`src/core/rsc_pkg.sv`:
```
package rsc_pkg;
  // AXI4-Lite register byte addresses
  localparam logic [3:0] RSC_ADDR_BGCTRL = 4'h0;
  localparam logic [3:0] RSC_ADDR_FLAGS = 4'h4;
  localparam logic [3:0] RSC_ADDR_IRQ_STAT = 4'h8;
  localparam logic [3:0] RSC_ADDR_IRQ_MASK = 4'hc;
  // Field positions
  localparam int RSC_BIT_BGEN = 3;
  localparam int RSC_BIT_LOW_VOLTAGE_RESET_FLAG = 2;
  localparam int RSC_BIT_WKRF = 0;
  // Interrupt status bits: 0 low-voltage, 1 key, 2 flash, 3 watchdog timeout
  localparam int RSC_NUM_EVT = 4;
  // Reset values
  localparam logic RSC_BGEN_RST = 1'b0;
  localparam logic RSC_WKRF_RST = 1'b0;
  // Codes
  localparam logic [7:0] RSC_FLASH_RESET_CODE = 8'h55;
  localparam logic [4:0] RSC_KEY_ENABLE = 5'h0a;
  localparam logic [4:0] RSC_KEY_DISABLE = 5'h15;
  localparam logic [4:0] RSC_KEY_POR = 5'h0a;
  // Timing
  localparam int RSC_CLK_NS = 10;
  localparam int RSC_LV_MIN_NS = 100;
  localparam int RSC_LV_MIN_CYC = (RSC_LV_MIN_NS + RSC_CLK_NS - 1) / RSC_CLK_NS;
  localparam int RSC_KEY_DELAY_NS = 80;
  localparam int RSC_KEY_DELAY_CYC = (RSC_KEY_DELAY_NS + RSC_CLK_NS - 1) / RSC_CLK_NS;
  localparam int RSC_START_NS = 320;
  localparam int RSC_START_CYC = (RSC_START_NS + RSC_CLK_NS - 1) / RSC_CLK_NS;
  localparam int RSC_CNT_W = 8;
  // Core run modes
  localparam logic [1:0] RSC_MODE_FAST = 2'h0;
  localparam logic [1:0] RSC_MODE_SLOW = 2'h1;
  localparam logic [1:0] RSC_MODE_IDLE = 2'h2;
  localparam logic [1:0] RSC_MODE_SLEEP = 2'h3;
endpackage

```
`src/core/rsc_lv_qual.sv`:
```
`timescale 1ns/1ps
module rsc_lv_qual
  import rsc_pkg::*;
(
  input wire logic aclk,
  input wire logic aresetn,
  input wire logic low_supply_async,
  input wire logic detect_en,
  output logic lv_qualified
);
  typedef struct packed {
    logic [2:0] sync;
    logic low;
    logic [RSC_CNT_W-1:0] cnt;
    logic qual;
  } rsc_lvq_state_t;

  rsc_lvq_state_t s_q, s_d;

  // Low supply must persist past the minimum duration before it counts
  always_comb
  begin
    s_d = s_q;
    s_d.sync = {s_q.sync[1:0], low_supply_async};
    if (s_q.sync[2] == s_q.sync[1])
    begin
      s_d.low = s_q.sync[1];
    end
    s_d.qual = 1'b0;
    if (!detect_en || !s_q.low)
    begin
      s_d.cnt = '0;
    end
    else if (s_q.cnt >= RSC_CNT_W'(RSC_LV_MIN_CYC))
    begin
      s_d.qual = 1'b1;
    end
    else
    begin
      s_d.cnt = s_q.cnt + RSC_CNT_W'(1);
    end
  end

  always_ff @(posedge aclk)
  begin
    if (!aresetn)
    begin
      s_q <= '0;
    end
    else
    begin
      s_q <= s_d;
    end
  end

  assign lv_qualified = s_q.qual;

  // Short dips never qualify
  short_dip_a: assert property (@(posedge aclk) disable iff (!aresetn)
    $rose(lv_qualified) |-> $past(s_q.low, 2) && $past(s_q.low, 8))
    else $error("Qualified without sustained low");
endmodule

```
`src/core/rsc_top.sv`:
```
`timescale 1ns/1ps
// Overview of operation
// - Low-voltage detection always on in fast/slow
// - Only sustained low supply triggers low-voltage reset
// - Qualified low-voltage reset sets flag bit 2
// - Idle or sleep disables low-voltage detection
// - Bandgap on if detection or bit3 set
// - Unimplemented flag and control bits read zero
// - Low-voltage flag: hardware sets, software clears
// - Bit 0 holds key reset flag, zero
// - Writing 55h to flash control resets device
// - Run-mode timeout resets, sets timeout flag
// - Sleep timeout clears PC/SP, sets both flags
// - Power-on clears flags; low-voltage keeps them
// - Power-on zeroes PC, disables interrupts
// - Power-on clears watchdog, time bases, timers
// - Power-on makes ports inputs, stack top
// - Pointer registers clear only on sleep timeout
// - Bad watchdog key resets after delay
// - Key reset flag cleared only by software
module rsc_top
  import rsc_pkg::*;
(
  input wire logic aclk,
  input wire logic aresetn,
  input wire logic [3:0] s_axi_awaddr,
  input wire logic s_axi_awvalid,
  output logic s_axi_awready,
  input wire logic [31:0] s_axi_wdata,
  input wire logic [3:0] s_axi_wstrb,
  input wire logic s_axi_wvalid,
  output logic s_axi_wready,
  output logic [1:0] s_axi_bresp,
  output logic s_axi_bvalid,
  input wire logic s_axi_bready,
  input wire logic [3:0] s_axi_araddr,
  input wire logic s_axi_arvalid,
  output logic s_axi_arready,
  output logic [31:0] s_axi_rdata,
  output logic [1:0] s_axi_rresp,
  output logic s_axi_rvalid,
  input wire logic s_axi_rready,
  input wire logic low_supply_async,
  input wire logic [1:0] run_mode,
  input wire logic wdt_timeout,
  input wire logic key_write,
  input wire logic [4:0] key_value,
  input wire logic flash_ctrl_one_write,
  input wire logic [7:0] flash_ctrl_one_value,
  input wire logic timeout_clear,
  input wire logic powerdown_set,
  output logic low_voltage_detect_en,
  output logic bandgap_on,
  output logic core_reset,
  output logic system_reset,
  output logic pc_sp_clear,
  output logic power_on_init,
  output logic timeout_status_flag,
  output logic powerdown_status_flag,
  output logic irq
);
  typedef struct packed {
    logic aw_got;
    logic [3:0] aw_addr;
    logic w_got;
    logic [31:0] w_data;
    logic [3:0] w_strb;
    logic bvalid;
    logic [1:0] bresp;
    logic rvalid;
    logic [31:0] rdata;
    logic [1:0] rresp;
    logic bgen;
    logic low_voltage_reset_flag;
    logic wkrf;
    logic to_flag;
    logic pd_flag;
    logic [RSC_NUM_EVT-1:0] istat;
    logic [RSC_NUM_EVT-1:0] imask;
    logic key_pend;
    logic [RSC_CNT_W-1:0] key_cnt;
    logic [RSC_CNT_W-1:0] start_cnt;
    logic sys_rst;
    logic pcsp;
    logic por_done;
    logic por_pulse;
  } rsc_state_t;

  rsc_state_t s_q, s_d;
  logic lv_qualified;
  logic wr_fire;
  logic key_bad;
  logic flash_rst;
  logic run_to;
  logic sleep_to;
  logic any_full_rst;
  logic [RSC_NUM_EVT-1:0] evt;

  // Detection runs only in fast and slow modes; idle and sleep drop it
  assign low_voltage_detect_en = (run_mode == RSC_MODE_FAST) || (run_mode == RSC_MODE_SLOW);
  assign bandgap_on = low_voltage_detect_en || s_q.bgen;

  rsc_lv_qual u_lv_qual (
    .aclk(aclk),
    .aresetn(aresetn),
    .low_supply_async(low_supply_async),
    .detect_en(low_voltage_detect_en),
    .lv_qualified(lv_qualified)
  );

  // Reset source decode; key codes other than enable/disable are violations
  assign key_bad = key_write && (key_value != RSC_KEY_ENABLE) && (key_value != RSC_KEY_DISABLE);
  assign flash_rst = flash_ctrl_one_write && (flash_ctrl_one_value == RSC_FLASH_RESET_CODE);
  assign run_to = wdt_timeout && low_voltage_detect_en;
  assign sleep_to = wdt_timeout && !low_voltage_detect_en;
  assign any_full_rst = lv_qualified || flash_rst || run_to || (s_q.key_pend && s_q.key_cnt == '0);
  assign evt = {wdt_timeout, flash_rst, key_bad, lv_qualified};
  assign wr_fire = s_q.aw_got && s_q.w_got && !s_q.bvalid;

  // Next-state logic for bus slave, flags and reset sequencing
  always_comb
  begin
    s_d = s_q;
    s_d.por_pulse = 1'b0;
    s_d.pcsp = sleep_to;
    if (!s_q.por_done)
    begin
      // First cycle after power-on: clear status flags and raise init
      s_d.por_done = 1'b1;
      s_d.por_pulse = 1'b1;
      s_d.to_flag = 1'b0;
      s_d.pd_flag = 1'b0;
      s_d.sys_rst = 1'b1;
      s_d.start_cnt = RSC_CNT_W'(RSC_START_CYC);
    end
    // Write address and data taken independently
    if (s_axi_awvalid && s_axi_awready)
    begin
      s_d.aw_got = 1'b1;
      s_d.aw_addr = s_axi_awaddr;
    end
    if (s_axi_wvalid && s_axi_wready)
    begin
      s_d.w_got = 1'b1;
      s_d.w_data = s_axi_wdata;
      s_d.w_strb = s_axi_wstrb;
    end
    if (s_q.bvalid && s_axi_bready)
    begin
      s_d.bvalid = 1'b0;
    end
    if (wr_fire)
    begin
      s_d.aw_got = 1'b0;
      s_d.w_got = 1'b0;
      s_d.bvalid = 1'b1;
      s_d.bresp = 2'h0;
      if (s_q.w_strb[0])
      begin
        case (s_q.aw_addr)
          RSC_ADDR_BGCTRL: s_d.bgen = s_q.w_data[RSC_BIT_BGEN];
          RSC_ADDR_FLAGS:
          begin
            // Software may only clear by writing zero
            if (!s_q.w_data[RSC_BIT_LOW_VOLTAGE_RESET_FLAG])
            begin
              s_d.low_voltage_reset_flag = 1'b0;
            end
            if (!s_q.w_data[RSC_BIT_WKRF])
            begin
              s_d.wkrf = 1'b0;
            end
          end
          RSC_ADDR_IRQ_STAT: s_d.istat = s_q.istat & ~s_q.w_data[RSC_NUM_EVT-1:0];
          RSC_ADDR_IRQ_MASK: s_d.imask = s_q.w_data[RSC_NUM_EVT-1:0];
          default: s_d.bresp = 2'h2;
        endcase
      end
      else if (s_q.aw_addr > RSC_ADDR_IRQ_MASK || s_q.aw_addr[1:0] != 2'h0)
      begin
        s_d.bresp = 2'h2;
      end
    end
    // Read channel
    if (s_q.rvalid && s_axi_rready)
    begin
      s_d.rvalid = 1'b0;
    end
    if (s_axi_arvalid && s_axi_arready)
    begin
      s_d.rvalid = 1'b1;
      s_d.rresp = 2'h0;
      s_d.rdata = '0;
      case (s_axi_araddr)
        RSC_ADDR_BGCTRL: s_d.rdata[RSC_BIT_BGEN] = s_q.bgen;
        RSC_ADDR_FLAGS:
        begin
          s_d.rdata[RSC_BIT_LOW_VOLTAGE_RESET_FLAG] = s_q.low_voltage_reset_flag;
          s_d.rdata[RSC_BIT_WKRF] = s_q.wkrf;
        end
        RSC_ADDR_IRQ_STAT: s_d.rdata[RSC_NUM_EVT-1:0] = s_q.istat;
        RSC_ADDR_IRQ_MASK: s_d.rdata[RSC_NUM_EVT-1:0] = s_q.imask;
        default: s_d.rresp = 2'h2;
      endcase
    end
    // Hardware sets win over software clears in the same cycle
    s_d.istat = s_d.istat | evt;
    if (lv_qualified)
    begin
      s_d.low_voltage_reset_flag = 1'b1;
    end
    // Key violation: reset follows after a fixed delay
    if (key_bad && !s_q.key_pend)
    begin
      s_d.key_pend = 1'b1;
      s_d.key_cnt = RSC_CNT_W'(RSC_KEY_DELAY_CYC - 1);
    end
    else if (s_q.key_pend && s_q.key_cnt != '0)
    begin
      s_d.key_cnt = s_q.key_cnt - RSC_CNT_W'(1);
    end
    else if (s_q.key_pend)
    begin
      s_d.key_pend = 1'b0;
      s_d.wkrf = 1'b1;
    end
    // Watchdog timeout flags; low-voltage and flash resets leave them alone
    if (run_to)
    begin
      s_d.to_flag = 1'b1;
    end
    else if (sleep_to)
    begin
      s_d.to_flag = 1'b1;
      s_d.pd_flag = 1'b1;
    end
    else if (timeout_clear)
    begin
      s_d.to_flag = 1'b0;
      s_d.pd_flag = 1'b0;
    end
    else if (powerdown_set)
    begin
      s_d.pd_flag = 1'b1;
    end
    // Hold the core for the start-up count once the source goes away
    if (any_full_rst)
    begin
      s_d.sys_rst = 1'b1;
      s_d.start_cnt = RSC_CNT_W'(RSC_START_CYC);
    end
    else if (s_q.start_cnt != '0)
    begin
      s_d.start_cnt = s_q.start_cnt - RSC_CNT_W'(1);
    end
    else
    begin
      s_d.sys_rst = 1'b0;
    end
  end

  // Register the whole state; power-on value comes from the sync reset
  always_ff @(posedge aclk)
  begin
    if (!aresetn)
    begin
      s_q <= '0;
      s_q.wkrf <= RSC_WKRF_RST;
      s_q.bgen <= RSC_BGEN_RST;
      s_q.sys_rst <= 1'b1;
      s_q.start_cnt <= RSC_CNT_W'(RSC_START_CYC);
    end
    else
    begin
      s_q <= s_d;
    end
  end

  // One outstanding write and one read at a time
  assign s_axi_awready = !s_q.aw_got && !s_q.bvalid;
  assign s_axi_wready = !s_q.w_got && !s_q.bvalid;
  assign s_axi_arready = !s_q.rvalid;
  assign s_axi_bvalid = s_q.bvalid;
  assign s_axi_bresp = s_q.bresp;
  assign s_axi_rvalid = s_q.rvalid;
  assign s_axi_rdata = s_q.rdata;
  assign s_axi_rresp = s_q.rresp;

  // Reset outputs; core_reset also covers the start-up hold
  assign system_reset = s_q.sys_rst;
  assign core_reset = s_q.sys_rst;
  assign pc_sp_clear = s_q.pcsp;
  assign power_on_init = s_q.por_pulse;
  assign timeout_status_flag = s_q.to_flag;
  assign powerdown_status_flag = s_q.pd_flag;
  assign irq = |(s_q.istat & s_q.imask);

  // Checks
  lvr_flag_set_a: assert property (@(posedge aclk) disable iff (!aresetn)
    lv_qualified |=> s_q.low_voltage_reset_flag && system_reset) else $error("Low-voltage reset missed flag");
  lvr_mode_on_a: assert property (@(posedge aclk) disable iff (!aresetn)
    (run_mode == RSC_MODE_FAST || run_mode == RSC_MODE_SLOW) |-> low_voltage_detect_en)
    else $error("Detection off in run mode");
  // The qualifier drops its verdict one cycle after detection is switched off
  lvr_idle_off_a: assert property (@(posedge aclk) disable iff (!aresetn)
    (run_mode == RSC_MODE_IDLE || run_mode == RSC_MODE_SLEEP) |-> !low_voltage_detect_en ##1 !lv_qualified)
    else $error("Detection on in low-power mode");
  // Checked against the mode pins rather than the internal enable
  bandgap_on_a: assert property (@(posedge aclk) disable iff (!aresetn)
    bandgap_on == (run_mode == RSC_MODE_FAST || run_mode == RSC_MODE_SLOW || s_q.bgen))
    else $error("Bandgap enable wrong");
  flash_reset_a: assert property (@(posedge aclk) disable iff (!aresetn)
    flash_rst |=> system_reset[*8]) else $error("Flash code reset missing");
  run_timeout_a: assert property (@(posedge aclk) disable iff (!aresetn)
    run_to && !powerdown_set && !sleep_to |=> timeout_status_flag && system_reset
      && $stable(powerdown_status_flag)) else $error("Run timeout wrong");
  sleep_timeout_a: assert property (@(posedge aclk) disable iff (!aresetn)
    sleep_to |=> pc_sp_clear && timeout_status_flag && powerdown_status_flag)
    else $error("Sleep timeout wrong");
  // A sleep timeout only clears the counters, it never pulls the reset line
  sleep_no_reset_a: assert property (@(posedge aclk) disable iff (!aresetn)
    sleep_to && !any_full_rst && !system_reset |=> !system_reset)
    else $error("Sleep timeout reset the device");
  // Low-voltage reset in run mode leaves the status flags where they were
  lvr_keeps_status_a: assert property (@(posedge aclk) disable iff (!aresetn)
    lv_qualified && !wdt_timeout && !timeout_clear && !powerdown_set && s_q.por_done
      |=> $stable(timeout_status_flag) && $stable(powerdown_status_flag))
    else $error("Low-voltage reset touched status flags");
  // Init strobe is a single cycle so downstream clears happen once
  init_pulse_a: assert property (@(posedge aclk) disable iff (!aresetn)
    power_on_init |=> !power_on_init)
    else $error("Init pulse too long");
  key_delay_a: assert property (@(posedge aclk) disable iff (!aresetn)
    key_bad && !s_q.key_pend |=> ##[7:9] (s_q.wkrf && system_reset)) else $error("Key reset late");
  key_flag_hold_a: assert property (@(posedge aclk) disable iff (!aresetn)
    $fell(s_q.wkrf) |-> $past(wr_fire)) else $error("Key flag cleared by hardware");
  lvr_flag_keep_a: assert property (@(posedge aclk) disable iff (!aresetn)
    $fell(s_q.low_voltage_reset_flag) |-> $past(wr_fire)) else $error("Low-voltage flag cleared by hardware");
  zero_bits_a: assert property (@(posedge aclk) disable iff (!aresetn)
    s_axi_rvalid |-> s_axi_rdata[31:RSC_NUM_EVT] == '0) else $error("Reserved bits nonzero");
  // The core leaves reset only once the start-up count has run out
  start_hold_a: assert property (@(posedge aclk) disable iff (!aresetn)
    $fell(system_reset) |-> $past(s_q.start_cnt) == '0 && !$past(any_full_rst))
    else $error("Core released early");

  cov_lvr_c: cover property (@(posedge aclk) disable iff (!aresetn) lv_qualified);
  cov_run_to_c: cover property (@(posedge aclk) disable iff (!aresetn) run_to);
  cov_key_c: cover property (@(posedge aclk) disable iff (!aresetn) key_bad);
  cov_sleep_c: cover property (@(posedge aclk) disable iff (!aresetn) sleep_to);
  cov_irq_c: cover property (@(posedge aclk) disable iff (!aresetn) $rose(irq));
endmodule

```
`config.mk`:
```
export PLATFORM = sky130hd
export DESIGN_NAME = rsc_top
export DESIGN_NICKNAME = d
export VERILOG_FILES = /design/src/core/rsc_pkg.sv /design/src/core/rsc_lv_qual.sv /design/src/core/rsc_top.sv
export SDC_FILE = /design/constraint.sdc
export NUM_CORES = 1
export LEC_CHECK = 0
export BUFFER_PORTS_ARGS = -buffer_cell sky130_fd_sc_hd__buf_2
export CORE_UTILIZATION = 49
export CTS_CLUSTER_SIZE = 10
export DETAILED_ROUTE_END_ITERATION = 7
export GPL_ROUTABILITY_DRIVEN = 0
export GPL_TIMING_DRIVEN = 0
export PLACE_DENSITY_LB_ADDON = 0.1
export SLEW_MARGIN = 10
export SYNTH_ARGS = -nofsm -noshare
export SYNTH_HDL_FRONTEND = slang
export SYNTH_SLANG_ARGS = --single-unit
```
`constraint.sdc`:
```
create_clock -name aclk -period 1.85 [get_ports aclk]
set_input_delay 0 -clock aclk [delete_from_list [all_inputs] [get_ports aclk]]
set_output_delay 0 -clock aclk [all_outputs]
set_load 0.01 [all_outputs]
```
==> metrics.txt <==
# TYPE chip_impl_metric gauge
chip_impl_info{name="mostFrequentLayoutCell",value="dfxtp_1"} 1
chip_impl_metric{name="crit_arrival",unit="ns"} 1.98
chip_impl_metric{name="grt_start_max_net_pins",unit=""} 13
chip_impl_metric{name="ys_seq_area_frac",unit=""} 0.419
chip_impl_metric{name="worst_r2r_path_depth",unit=""} 7
chip_impl_metric{name="post-cts-setup-buffer-count",unit=""} 0
chip_impl_metric{name="final_net_count",unit=""} 539
chip_impl_metric{name="synth_enable_flop_cells",unit=""} 0
chip_impl_info{name="worst_setup_path_end_kind",value="flip-flop"} 1
chip_impl_metric{name="yosys_warnings",unit=""} 0
chip_impl_metric{name="static-leakage-power",unit="µW"} 0.00183
chip_impl_metric{name="vias",unit=""} 2626
chip_impl_metric{name="maxCapViolations",unit=""} 0
chip_impl_metric{name="synth_cell_types",unit=""} 58
chip_impl_metric{name="die_height",unit="µm"} 82.2
chip_impl_metric{name="antenna_violations_before_repair",unit=""} 0
chip_impl_info{name="result_of_the_run",value="complete, no violations"} 1
chip_impl_info{name="grt_setup_unrepaired",value="false"} 1
chip_impl_metric{name="met3_usage",unit=""} 0.0527
chip_impl_metric{name="netlist_area",unit="µm²"} 3150
chip_impl_info{name="min-delay-path-class",value="in -> reg"} 1
chip_impl_metric{name="vdd_ir_drop_max",unit="mV"} 0.473
chip_impl_metric{name="area_added_between_synthesis_and_finish",unit="%"} 27.6
chip_impl_metric{name="syn_inst",unit=""} 345
chip_impl_metric{name="initial_utilization",unit=""} 0.520
chip_impl_metric{name="post_drt_wl_per_cell",unit="µm"} 12.0
chip_impl_metric{name="setup-tns-final",unit="ns"} 0
chip_impl_metric{name="clock_transition_time_at_the_flip_flop_clock_pins_of_the_worst_setup_and_hold_paths",unit="ns"} 0.07
chip_impl_metric{name="floorplan.die_area",unit="µm²"} 6760
chip_impl_metric{name="global_route_wire_length_before_repair",unit="µm"} 10700
chip_impl_metric{name="clk-insertion-delay-late",unit="ns"} 0.34
chip_impl_metric{name="min_path_cells",unit=""} 3
chip_impl_info{name="most_instantiated_flip_flop_cell_in_the_synthesis_netlist",value="dfxtp_1"} 1
chip_impl_metric{name="diodes",unit=""} 0
chip_impl_info{name="timing.setup.critical_path_class",value="reg -> reg"} 1
chip_impl_metric{name="fp.dieW",unit="µm"} 82.2
chip_impl_metric{name="clock_sink_count",unit=""} 66
chip_impl_metric{name="timing.final.max_slew_violations",unit=""} 0
chip_impl_metric{name="timing_worst_slew_pin_value",unit="ns"} 0.616
chip_impl_metric{name="timing.fmax",unit="MHz"} 574
chip_impl_metric{name="met1_resource_use_gr",unit=""} 0.257
chip_impl_metric{name="detail_route.drc_violations",unit=""} 0
chip_impl_info{name="worst_setup_path_start_kind",value="flip-flop"} 1
chip_impl_metric{name="met2_usage",unit=""} 0.354
chip_impl_metric{name="grt-ovfl-total",unit=""} 0
chip_impl_metric{name="timing_hold_violations_final",unit=""} 0
chip_impl_metric{name="power_per_cell_area",unit="nW/µm²"} 831
chip_impl_metric{name="route.antenna.remaining_nets",unit=""} 0
chip_impl_metric{name="coreArea",unit="µm²"} 6060
chip_impl_metric{name="first_global_vias",unit=""} 2424
chip_impl_metric{name="drt_iter0_drc",unit=""} 137
chip_impl_metric{name="final_layout_size_suffix_gt1_frac",unit=""} 0.289
chip_impl_metric{name="yosys_register_bits",unit=""} 66
chip_impl_metric{name="global_route.usage.total",unit=""} 0.212
chip_impl_metric{name="timing.final.crit_period",unit="ns"} 1.74
chip_impl_metric{name="postRouteWirelength",unit="µm"} 6500
chip_impl_metric{name="drt-pass1-iter-count",unit=""} 4
chip_impl_metric{name="cts_max_path_bufs",unit=""} 2
chip_impl_metric{name="finalSetupViolCount",unit=""} 0
chip_impl_info{name="cts-root-buf",value="clkbuf_8"} 1
chip_impl_metric{name="postSynth.asyncResetShare",unit=""} 0
chip_impl_info{name="layer_with_the_highest_usage_after_global_routing",value="met2"} 1
chip_impl_metric{name="clock-skew-final",unit="ns"} 0.00780
chip_impl_metric{name="boundaryPins",unit=""} 122
chip_impl_metric{name="critPathMaxFanout",unit=""} 9
chip_impl_metric{name="place.detailed.hpwl",unit="µm"} 4670
chip_impl_metric{name="fillCellCount",unit=""} 528
chip_impl_info{name="layout_common_cells",value="65 x dfxtp_1, 60 x buf_2, 44 x nor2_1, 38 x buf_4, 30 x conb_1"} 1
chip_impl_metric{name="timing.hold.ws",unit="ns"} 0.0314
chip_impl_metric{name="finalCritPeriodShare",unit=""} 0.941
chip_impl_metric{name="numPortBuffers",unit=""} 59
chip_impl_metric{name="post_drt_via_cell_ratio",unit=""} 4.85
chip_impl_metric{name="cts_buffers",unit=""} 9
chip_impl_info{name="tritoncts",value="done"} 1
chip_impl_metric{name="critPathRequiredTime",unit="ns"} 2.09
chip_impl_metric{name="synth_area_per_inst",unit="µm²"} 9.14
chip_impl_metric{name="num_rows",unit=""} 28
chip_impl_metric{name="slew-limit-headroom",unit=""} 0.589
chip_impl_metric{name="htreeDepth",unit=""} 3
-- cell families after synthesis --
group | count (synthesis) | share of synthesized area
DFF | 66 | 0.419
adders and majority gates | 5 | 0.0198
AOI/OAI and AO/OA | 59 | 0.131
other | 1 | 0.00119
xor gates and xnor gates | 6 | 0.0167
buffers and inverters | 59 | 0.118
muxes | 17 | 0.0571
and+or+nand+nor | 132 | 0.237
-- path summary, 6_finish.rpt --
path,start,endpoint,slack (ns)
hold / removal,s_axi_araddr[0],s_axi_rresp[1],0.03
hold reg to reg,u_lv_qual.s_d[11],u_lv_qual.s_d[12],0.45
setup reg to reg,s_q[12],s_q[9],0.11
setup / recovery,s_q[12],s_q[9],0.11
-- worst max-delay path: stages, from the launching register on --
cell and delay [ns]:
dfxtp_2 0.35, inv_1 0.09, ha_1 0.21, nor3b_4 0.17, and2_4 0.18, a211o_1 0.28
buf_4 0.17, a31o_1 0.18
-- per-stage QoR --
| step | util | worst slack, ns | instances | instance area, µm² | total power [µW] |
|---|---|---|---|---|---|
| finish | 0.664 | 0.109 | 542 | 4020 | 3340 |
| global route | 0.664 | 0.0267 | 542 | 4020 | 3540 |
| CTS | 0.663 | 0.0703 | 543 | 4020 | 3360 |
| detailed placement | 0.602 | 0.0713 | 508 | 3650 | 2250 |
| global placement | 0.602 | 0.0954 | 508 | 3650 | 2230 |
| floorplan | - | 0.201 | 374 | 3260 | 2090 |
-- sequential cells by signal (all words and copies together), names as in the netlist --
name                    count
s_axi_bvalid                1
u_lv_qual.s_q              10
s_axi_rdata                 4
timeout_status_flag         1
s_axi_rvalid                1
s_q                        40
u_lv_qual.lv_qualified      1
power_on_init               1
u_lv_qual.s_d               2
s_axi_bresp                 1
core_reset                  1
pc_sp_clear                 1
s_axi_rresp                 1
powerdown_status_flag       1
-- report_power, final --
| part | switching (µW) | internal, µW |
|---|---|---|
| logic | 318 | 337 |
| clock network | 563 | 521 |
| registers | 95.8 | 1510 |
-- cells in the mapped netlist (all sizes together) (4+ instances only) --
cell type	number	share of area
mux2	5	0.019
a21boi	4	0.0095
nand2	19	0.023
xnor2	5	0.014
a21oi	15	0.024
o21ai	8	0.013
nand2b	7	0.014
ha	5	0.020
and3	4	0.0079
dfxtp	66	0.42
nand3	10	0.016
a211oi	5	0.013
clkbuf	5	0.0060
o31ai	4	0.0095
nor4	7	0.019
mux2i	12	0.038
and2	12	0.025
nor2	44	0.052
a22oi	5	0.012
o21a	4	0.0095
inv	12	0.014
buf	42	0.098
nor3	5	0.012
-- what timing repair did --
item	4_1_cts	5_1_grt
setup endpoints to repair	0	3
gates resized for setup	0	2
hold endpoints to repair	21	0
hold buffers	19	0
-- layer usage --
metal | part of all wire | vias up
met5 | 0 | -
met4 | 0.021 | 0
met3 | 0.048 | 12
met2 | 0.48 | 76
met1 | 0.45 | 1160
li1 | - | 1378
-- cell type report --
type | count | area, µm² | share of cell area
buffer | 46 | 324 | 0.0805
timing repair buffer | 78 | 485 | 0.121
tap | 75 | 93.8 | 0.0233
clock buffer | 10 | 138 | 0.0342
clock inverter | 6 | 41.3 | 0.0103
multi-input combinational | 249 | 1570 | 0.391
sequential | 66 | 1320 | 0.329
inverter | 12 | 45.0 | 0.0112
No activity file was read; power rests on OpenSTA's default activity.
